<file path="config.mk">
export PLATFORM = sky130hd
export DESIGN_NAME = tfr_timer_forced_reload
export DESIGN_NICKNAME = d
export VERILOG_FILES = /design/src/core/tfr_pkg.sv /design/src/core/tfr_timer_forced_reload.sv
export SDC_FILE = /design/constraint.sdc
export NUM_CORES = 1
export LEC_CHECK = 0
export ABC_AREA = 0
export BUFFER_PORTS_ARGS = -buffer_cell sky130_fd_sc_hd__buf_2
export CAP_MARGIN = 20
export CORE_MARGIN = 1.5
export CORE_UTILIZATION = 35
export CTS_CLUSTER_SIZE = 14
export DETAILED_ROUTE_END_ITERATION = 8
export PLACE_DENSITY = 0.61
export SLEW_MARGIN = 40
export SYNTH_ARGS = -nofsm -noshare
export SYNTH_HDL_FRONTEND = slang
export SYNTH_SLANG_ARGS = --single-unit
</file>
<file path="constraint.sdc">
create_clock -name clk -period 2.5 [get_ports clk]
set_clock_uncertainty 0.1 [all_clocks]
set_input_delay 0.25 -clock clk [delete_from_list [all_inputs] [get_ports clk]]
set_output_delay 0.25 -clock clk [all_outputs]
set_load 0.005 [all_outputs]
</file>
<file path="src/core/tfr_pkg.sv">
// Package for the timer forced-reload and suspend-sync block.
// Assumes a byte-wide special register port with page decode done outside.
`default_nettype none
package tfr_pkg;

  // Register address and field layout
  localparam logic [7:0] TFR_CTRL_ONE_ADDR = 8'hff;
  localparam int TFR_SEL_LSB = 5;
  localparam int TFR_SYNC_BIT = 4;
  localparam int TFR_CAPSEL_LSB = 0;
  localparam logic [2:0] TFR_SEL_RESET = 3'h0;
  localparam logic [2:0] TFR_CAPSEL_RESET = 3'h0;

  // Forced reload selector codes
  localparam logic [2:0] TFR_SEL_I2C_CLOCK = 3'h0;
  localparam logic [2:0] TFR_SEL_LOGIC_ZERO = 3'h1;
  localparam logic [2:0] TFR_SEL_LOGIC_TWO = 3'h2;
  localparam logic [2:0] TFR_SEL_NONE = 3'h3;

  // Resync time after foreign wake-up, in timer clocks
  localparam int TFR_SYNC_CLOCKS = 3;
  localparam logic [1:0] TFR_SYNC_COUNT = 2'(TFR_SYNC_CLOCKS);

  // Register port request
  typedef struct packed {
    logic wr;
    logic rd;
    logic [7:0] addr;
    logic [7:0] wdata;
  } tfr_req_s;

  // Forcing sources, as seen at the pins of the block
  typedef struct packed {
    logic i2c_timeout_en;
    logic i2c_target_clock_line_source;
    logic logic_unit_zero_sync_output;
    logic logic_unit_two_sync_output;
  } tfr_src_s;

endpackage
`default_nettype wire

</file>
<file path="src/core/tfr_timer_forced_reload.sv">
// Forced reload selection and suspend-sync status for the timer.
// Assumes overflow and foreign wake-up come from logic on clk; forcing
// sources arrive from other domains and are synchronised here.
// Register side is a byte-wide port; the page is decoded outside.
`timescale 1ns/1ns
`default_nettype none
module tfr_timer_forced_reload (
  input wire logic clk,
  input wire logic reset,
  input wire tfr_pkg::tfr_req_s req,
  output logic [7:0] rdata,
  input wire tfr_pkg::tfr_src_s src,
  input wire logic overflow,
  input wire logic foreign_wakeup,
  output logic reload,
  output logic [2:0] capture_input_selector,
  output logic suspend_sync_status
);
  import tfr_pkg::*;

  // ****************************************************
  // Input synchronisers
  // ****************************************************
  // Two flops per source cost two cycles of forcing latency,
  // but keep a metastable pin level out of the selector
  tfr_src_s sync1_reg, sync2_reg;
  always_ff @(posedge clk) begin
    if (reset) begin
      sync1_reg <= '0;
      sync2_reg <= '0;
    end else begin
      sync1_reg <= src;
      sync2_reg <= sync1_reg;
    end
  end

  // ****************************************************
  // Control register
  // ****************************************************
  logic [2:0] sel_reg, sel_next;
  logic [2:0] capsel_reg, capsel_next;
  logic [1:0] sync_cnt_reg, sync_cnt_next;
  logic [7:0] rdata_reg, rdata_next;
  logic reload_reg, reload_next;
  logic sync_reg, sync_next;
  logic hit;
  logic force_level;
  // Reserved bit 3 is not stored; it always reads back as zero

  // ****************************************************
  // Forcing selection
  // ****************************************************
  // Selector decode, used for both reload and its check
  function automatic logic pick_force(input logic [2:0] sel,
                                      input tfr_src_s s);
    logic f;
    f = 1'b0;
    unique case (sel)
      TFR_SEL_I2C_CLOCK:
        f = s.i2c_timeout_en & s.i2c_target_clock_line_source;
      TFR_SEL_LOGIC_ZERO: f = s.logic_unit_zero_sync_output;
      TFR_SEL_LOGIC_TWO: f = s.logic_unit_two_sync_output;
      TFR_SEL_NONE: f = 1'b0;
      default: f = 1'b0; // Codes 4..7 undefined: no forcing
    endcase
    return f;
  endfunction

  // Only the byte address is seen here
  assign hit = (req.addr == TFR_CTRL_ONE_ADDR);
  assign force_level = pick_force(sel_reg, sync2_reg);

  // ****************************************************
  // Next state
  // ****************************************************
  // Next-state for register, sync counter and reload
  always_comb begin
    sel_next = sel_reg;
    capsel_next = capsel_reg;
    sync_cnt_next = sync_cnt_reg;
    // Flag is hardware owned; writes to that bit are ignored
    if (req.wr && hit) begin
      sel_next = req.wdata[TFR_SEL_LSB +: 3];
      capsel_next = req.wdata[TFR_CAPSEL_LSB +: 3];
    end
    // restart resync window
    // A new wake-up wins over the count-down and restarts it
    if (foreign_wakeup) begin
      sync_cnt_next = TFR_SYNC_COUNT;
    end else if (sync_cnt_reg != 2'h0) begin
      sync_cnt_next = sync_cnt_reg - 2'h1;
    end
    // Flag lasts the full worst-case three clocks, so software
    // may wait a little longer than strictly needed
    // clear only when count done
    sync_next = (sync_cnt_next != 2'h0);
    reload_next = overflow | force_level;
    rdata_next = 8'h00;
    if (req.rd && hit) begin
      rdata_next = {sel_reg, sync_reg, 1'b0, capsel_reg};
    end
  end

  // ****************************************************
  // Register stage
  // ****************************************************
  // Registers only
  always_ff @(posedge clk) begin
    if (reset) begin
      sel_reg <= TFR_SEL_RESET;
      capsel_reg <= TFR_CAPSEL_RESET;
      sync_cnt_reg <= 2'h0;
      sync_reg <= 1'b0;
      reload_reg <= 1'b0;
      rdata_reg <= 8'h00;
    end else begin
      sel_reg <= sel_next;
      capsel_reg <= capsel_next;
      sync_cnt_reg <= sync_cnt_next;
      sync_reg <= sync_next;
      reload_reg <= reload_next;
      rdata_reg <= rdata_next;
    end
  end

  // ****************************************************
  // Outputs
  // ****************************************************
  // Every output comes straight from a flop, no decode after it
  assign rdata = rdata_reg;
  assign reload = reload_reg;
  assign capture_input_selector = capsel_reg;
  assign suspend_sync_status = sync_reg;

  // ****************************************************
  // Checks
  // ****************************************************
  // Each property looks at a registered output from one edge after
  // its cause; all run on clk under the synchronous reset
  // none code never forces
  a_none_no_force: assert property (
    @(posedge clk) disable iff (reset)
    (sel_reg == TFR_SEL_NONE && !overflow) |=> !reload)
    else $error("reload without cause in none mode");

  a_upper_no_force: assert property (
    @(posedge clk) disable iff (reset)
    (sel_reg > TFR_SEL_NONE && !overflow) |=> !reload)
    else $error("reload without cause on unused code");

  a_ovf_reloads: assert property (
    @(posedge clk) disable iff (reset)
    overflow |=> reload)
    else $error("overflow did not reload");

  a_lu0_force: assert property (
    @(posedge clk) disable iff (reset)
    (sel_reg == TFR_SEL_LOGIC_ZERO && sync2_reg.logic_unit_zero_sync_output)
    |=> reload)
    else $error("logic unit zero did not force reload");

  a_lu2_force: assert property (
    @(posedge clk) disable iff (reset)
    (sel_reg == TFR_SEL_LOGIC_TWO && sync2_reg.logic_unit_two_sync_output)
    |=> reload)
    else $error("logic unit two did not force reload");

  a_i2c_gate: assert property (
    @(posedge clk) disable iff (reset)
    (sel_reg == TFR_SEL_I2C_CLOCK && !overflow
     && !sync2_reg.i2c_timeout_en) |=> !reload)
    else $error("clock line forced reload without timeout");

  a_i2c_force: assert property (
    @(posedge clk) disable iff (reset)
    (sel_reg == TFR_SEL_I2C_CLOCK && sync2_reg.i2c_timeout_en
     && sync2_reg.i2c_target_clock_line_source) |=> reload)
    else $error("clock line high did not force reload");

  a_i2c_no_clock: assert property (
    @(posedge clk) disable iff (reset)
    (sel_reg == TFR_SEL_I2C_CLOCK && !overflow
     && !sync2_reg.i2c_target_clock_line_source) |=> !reload)
    else $error("clock line low forced reload");

  a_reload_cause: assert property (
    @(posedge clk) disable iff (reset)
    reload |-> $past(overflow) || $past(force_level))
    else $error("reload without sampled cause");

  a_sync_hold: assert property (
    @(posedge clk) disable iff (reset)
    foreign_wakeup |=> suspend_sync_status[*3])
    else $error("sync flag not held after wake-up");

  a_sync_clear: assert property (
    @(posedge clk) disable iff (reset)
    (foreign_wakeup ##1 !foreign_wakeup[*3]) |=> !suspend_sync_status)
    else $error("sync flag stuck after resync");

  a_flag_quiet: assert property (
    @(posedge clk) disable iff (reset)
    (!foreign_wakeup && sync_cnt_reg == 2'h0) |=> !suspend_sync_status)
    else $error("sync flag set with no resync pending");
endmodule
`default_nettype wire

</file>
==> run_results.csv, run 1 <==
group,metric,value,unit
synthesis,netlist_instances,78,
floorplan,die_area,2930,um^2
sta,hold_viol,0,
clock_tree,cts_hold_buffers,0,
synthesis,synth_cell_types,18,
clock_tree,h-tree-depth,1,
global_route,antenna_found_initial,0,
sta,rsz0062_at_grt,"no",
clock_tree,clock-sinks,25,
worst_setup_path,endpoint_kind,"flop",
synthesis,ys_seq_area_share,54.8,%
worst_setup_path,setup.worst_path.start_class,"flop",
synthesis,yosysMostFrequentCell,"dfxtp_1",
clock_tree,cts_buffers,3,
synthesis,synth_compound_area_share,4.52,%
detailed_routing,drt-initial-drc-count,1,
synthesis,netlist.area_leader.share,54.8,%
synthesis,synth_xor_area_share,0,%
worst_setup_path,slowest_delay,0.46,ns
sta,setup-tns-final,0,ns
pwr,powerDensity,554,nW/um^2
detailed_routing,viasPerCell,4.28,
clock_tree,clk_root_buffer_cell,"clkbuf_4",
worst_hold_path,min_path_type,"input pin to flop",
placed_design,gp_routability_congestion,0.692,
detailed_routing,first_pass_iters,4,
clock_tree,cts.path.max_buffers,2,
placed_design,port_buffers,35,
worst_setup_path,crit_chain,"nand2b_1, a2111oi_0, o21ba_1",
layout,syn2layout_area_growth,24.5,%
global_route,grt_pass1_vias,498,
synthesis,synth_top_area_cell,"dfxtp_1",
placed_design,dpl_cell_area,1110,um^2
detailed_routing,postRouteAntennaNets,0,
synthesis,synth_area_per_cell,11.7,um^2
pwr,finalPower,0.631,mW
status,status,"finished, final reports clean",
floorplan,rows,18,
synthesis,syn_nets,104,
worst_setup_path,worst-path-max-fanout,5,
sta,fin_crit_sh,50.9,%
detailed_routing,post_drt_wl_per_cell,9.68,um
synthesis,ys_ff_latch,25,
global_route,grt_pass1_wl,2.01,mm
detailed_routing,remaining_drc_errors,0,
worst_setup_path,cp.arrival,1.44,ns
worst_setup_path,required,2.67,ns
clock_tree,clk_pin_slew,0.12,ns
worst_setup_path,worstSetupPathType,"flop to flop",
detailed_routing,vias,616,
worst_setup_path,crit_buf_inv,0,
clock_tree,post_cts_buffers,0,
synthesis,synthSimpleGateAreaFrac,29.7,%
layout,layout.nets,141,
synthesis,synth_top_family_by_area,"simple AND/OR/NAND/NOR gates",
layout,drive_gt1_share,37.7,%
synthesis,netlist_area,913,um^2
layout,post-route-util,45.9,%
worst_setup_path,cp_top_family,"compound AO/OA/AOI/OAI gates",
floorplan,core-area,2480,um^2
floorplan,ios,39,
worst_setup_path,crit_slowest_cell,"a2111oi_0",
floorplan,die_y,54.1,um
synthesis,async_flop_share,0,%
layout,largest_register_ffs,7,
floorplan,start_util,36.9,%
global_route,grt-ovfl-total,0,
detailed_routing,routed_wl,1.39,mm
synthesis,synth_ff_type,"dfxtp_1",
placed_design,hpwl,1.08,mm
sta,period_needed,1.27,ns
sta,fmax,785,MHz
sta,setup_viol,0,
synthesis,synth_area_leaders,"dfxtp_1 (55%), nand2b_1 (8.9%), mux2i_1 (6.6%)",
pwr,p_leak,0.513,nW
global_route,grt_max_degree,26,
layout,n_antenna_cell,0,
floorplan,fp.dieW,54.1,um
flow_run,drv_cap,0,
layout,stdcell_area,1140,um^2
synthesis,yosysWarnings,0,
global_route,gr-usage-all-layers,10.2,%
pwr,peakVddDrop,396,uV
synthesis,synth_commonest_cells,"dfxtp_1 (25), nand2b_1 (13), nor2b_1 (9)",
clock_tree,cts_tree,"yes",
clock_tree,clk_latency,0.31,ns
clock_tree,cts.repair.resized,0,
synthesis,synth_fa_ha_area_share,0,%
synthesis,synthMuxAreaShare,6.58,%
sta,slew_viol_final,0,
synthesis,synth-edff-count,0,
==> cell usage in the layout, fill, tap and decap left out <==
cell type / synthesis / layout
mux2i_1: 6 / 6
a2111oi_0: 1 / 1
and2_1: 7 / 7
inv_1: 1 / 1
nor4b_4: 1 / 1
dfxtp_1: 25 / 25
bufinv_8: 1 / 1
nor3_4: 1 / 1
conb_1: 1 / 1
a211oi_1: 1 / 1
buf_2: 0 / 35
o21ba_1: 1 / 1
nor2_1: 2 / 2
clkbuf_1: 2 / 1
clkbuf_4: 0 / 3
nor2b_1: 9 / 9
nand2b_1: 13 / 13
a21oi_1: 3 / 3
nand4_4: 2 / 2
==> power breakdown <==
| group | internal (mW) | switching (mW) | total, mW |
|---|---|---|---|
| Clock | 0.0623 | 0.108 | 0.170 |
| Combinational | 0.0285 | 0.0209 | 0.0493 |
| Sequential | 0.408 | 0.00278 | 0.411 |
==> metrics by stage <==
stage	setup slack (ns)	hold slack (ns)	instances
3_5_place_dp	1.20	0.329	140
6_report	1.23	0.0405	144
3_3_place_gp	1.23	0.320	140
5_1_grt	1.06	0.0356	144
2_1_floorplan	1.39	0.278	78
4_1_cts	1.17	0.0387	144
==> path summary, 6_finish.rpt <==
kind                                              start                 endpoint  slack [ns]  cells after the start
worst max-delay path            sel_reg[1]$_SDFFE_PP0P_        reload$_SDFF_PP0_        1.23                      3
worst max register to register  sel_reg[1]$_SDFFE_PP0P_        reload$_SDFF_PP0_        1.23                      3
worst min register to register  sync1_reg[0]$_SDFF_PP0_  sync2_reg[0]$_SDFF_PP0_        0.36                      1
worst min-delay path                             src[1]  sync1_reg[1]$_SDFF_PP0_        0.04                      2
==> cell type report <==
class                      count  area, um^2
clock buffer                   4        26.3
fill                         257        1340
timing repair buffer          35         175
sequential                    25         500
inverter                       2        21.3
tap                           30        37.5
multi-input combinational     48         377
==> logic make-up (layout without fill, tap and decap cells) <==
kind of cell / count (synthesis) / in the layout
flops: 25 / 25
buf+inv: 5 / 41
compound gates: 6 / 6
mux: 6 / 6
simple gates: 35 / 35
other cells: 1 / 1
==> worst reg2reg max path, cell delays in order (launching register included) <==
cell	delay, ns
dfxtp_1	0.37
nand2b_1	0.15
a2111oi_0	0.46
o21ba_1	0.16
==> routing by layer <==
layer	vias up	wire length, um	global-route usage, %
met1	273	562	9.23
met4	0	10	3.75
met5	-	0	0
met3	2	99	5.83
li1	324	-	-
met2	17	721	18.7
Power figures use the tool's default switching activity.
==> run 2, diff against run 1 <==
Settings changed: PLACE_DENSITY 0.61 to 0.63.
Clock period 2.5 ns to 1.1 ns, I/O delays scaled along.
==> run_results.csv, run 2 (synthesis results as in run 1) <==
group,metric,value,unit
sta,hold_viol,0,
detailed_routing,drt-initial-drc-count,5,
sta,fmax,924,MHz
clock_tree,cts.path.max_buffers,2,
global_route,grt-ovfl-total,0,
placed_design,port_buffers,35,
status,status,"finished, final reports clean",
global_route,antenna_found_initial,0,
worst_setup_path,worst-path-max-fanout,4,
flow_run,drv_cap,0,
placed_design,detailedPlace.worstSlack,-0.0142,ns
detailed_routing,first_pass_iters,2,
worst_setup_path,crit_slowest_cell,"dfxtp_4",
clock_tree,h-tree-depth,1,
layout,n_antenna_cell,0,
clock_tree,clk_pin_slew,0.13,ns
sta,period_needed,1.08,ns
worst_setup_path,crit_chain,"nand2b_4, a2111oi_4, o21ba_1",
floorplan,die_y,54.1,um
clock_tree,clk_root_buffer_cell,"clkbuf_4",
detailed_routing,viasPerCell,4.17,
pwr,powerDensity,1100,nW/um^2
sta,setup-tns-final,0,ns
worst_setup_path,setup.worst_path.start_class,"flop",
detailed_routing,vias,671,
sta,fin_crit_sh,98.3,%
floorplan,ios,39,
floorplan,die_area,2930,um^2
pwr,peakVddDrop,867,uV
detailed_routing,postRouteAntennaNets,0,
sta,finalWorstSetupSlack,0.0182,ns
worst_setup_path,slowest_delay,0.38,ns
worst_setup_path,worstSetupPathType,"flop to flop",
placed_design,hpwl,1.20,mm
layout,layout.nets,158,
sta,slew_viol_final,0,
detailed_routing,post_drt_wl_per_cell,9.87,um
clock_tree,cts_tree,"yes",
global_route,grt_pass1_wl,2.53,mm
global_route,grt_max_degree,25,
worst_setup_path,endpoint_kind,"flop",
floorplan,rows,18,
worst_hold_path,min_path_type,"input pin to flop",
layout,largest_register_ffs,7,
floorplan,core-area,2480,um^2
clock_tree,clock-sinks,25,
detailed_routing,remaining_drc_errors,0,
layout,n_fill_cell,244,
layout,stdcell_area,1350,um^2
floorplan,start_util,36.9,%
layout,drive_gt1_share,42.0,%
sta,rsz0062_at_grt,"yes",
placed_design,dpl_cell_area,1150,um^2
detailed_routing,routed_wl,1.59,mm
layout,mostFrequentLayoutCell,"buf_2",
clock_tree,clk_latency,0.31,ns
worst_setup_path,cp.arrival,1.25,ns
global_route,gr-usage-all-layers,12.2,%
layout,layout_common_cells,"buf_2 (35), dfxtp_1 (23), nand2b_1 (12), dlygate4sd3_1 (12), nor2b_1 (8)",
worst_setup_path,required,1.27,ns
pwr,finalPower,1.48,mW
pwr,p_leak,0.602,nW
floorplan,fp.dieW,54.1,um
placed_design,gp_routability_congestion,0.637,
clock_tree,cts_buffers,3,
sta,setup_viol,0,
sta,timing.hold.ws,0.150,ns
layout,syn2layout_area_growth,47.5,%
global_route,grt_pass1_vias,585,
==> run 2: changes by cell type in the layout (fill, tap and decap cells not counted), sizes merged <==
cell / before / now
dlygate4sd3: 0 / 12
buf: 35 / 40
clkbuf: 4 / 3
clkinv: 0 / 1
==> run 2: path summary, 6_finish.rpt <==
path / start / endpoint / slack (ns) / depth (start not counted)
worst min register to register: sync1_reg[2]$_SDFF_PP0_ / sync2_reg[2]$_SDFF_PP0_ / 0.36 / 1
worst max-delay path: sel_reg[1]$_SDFFE_PP0P_ / reload$_SDFF_PP0_ / 0.02 / 3
worst max register to register: sel_reg[1]$_SDFFE_PP0P_ / reload$_SDFF_PP0_ / 0.02 / 3
worst min-delay path: reset / sync1_reg[0]$_SDFF_PP0_ / 0.15 / 3
==> run 2: repair_timing <==
item | in CTS | in global routing
gates cloned | 0 | 0
gates resized for setup | 4 | 5
hold buffers | 12 | 0
buffers inserted | 0 | 0
pin swaps | 2 | 2
setup endpoints to repair | 1 | 1
endpoints found under the hold margin | 14 | 0
==> run 2: cell type report <==
type / count / area [um^2] / share of cell area (%)
Clock inverter: 1 / 5.00 / 0.371
Inverter: 2 / 21.3 / 1.58
Multi-Input combinational cell: 48 / 423 / 31.4
Tap cell: 30 / 37.5 / 2.79
Timing Repair Buffer: 52 / 333 / 24.7
Sequential cell: 25 / 505 / 37.5
Clock buffer: 3 / 22.5 / 1.67
==> run 2: power by group <==
group	switching, mW	internal [mW]
sequential	0.00961	0.926
combinational	0.0548	0.0973
clock	0.259	0.136
total	0.323	1.16
==> run 2: critical path, delay by kind of cell (launching register included) <==
| kind | cells | cell delay, ns |
|---|---|---|
| flops | 1 | 0.38 |
| compound gates | 2 | 0.41 |
| simple gates | 1 | 0.15 |
==> run 2: per-stage QoR <==
stage          std cells  utilization (%)
4_1_cts              161             53.2
6_report             161             54.4
2_1_floorplan         78                -
3_5_place_dp         145             46.6
3_3_place_gp         145             46.6
5_1_grt              161             54.4
==> run 2: layer usage <==
| metal | vias to the layer above | part of all wire, % | track usage (%) |
|---|---|---|---|
| li1 | 358 | - | - |
| met1 | 294 | 40 | 13.6 |
| met2 | 17 | 54 | 22.2 |
| met3 | 2 | 4.7 | 3.33 |
| met4 | 0 | 1.1 | 3.75 |
| met5 | - | 0 | 0 |
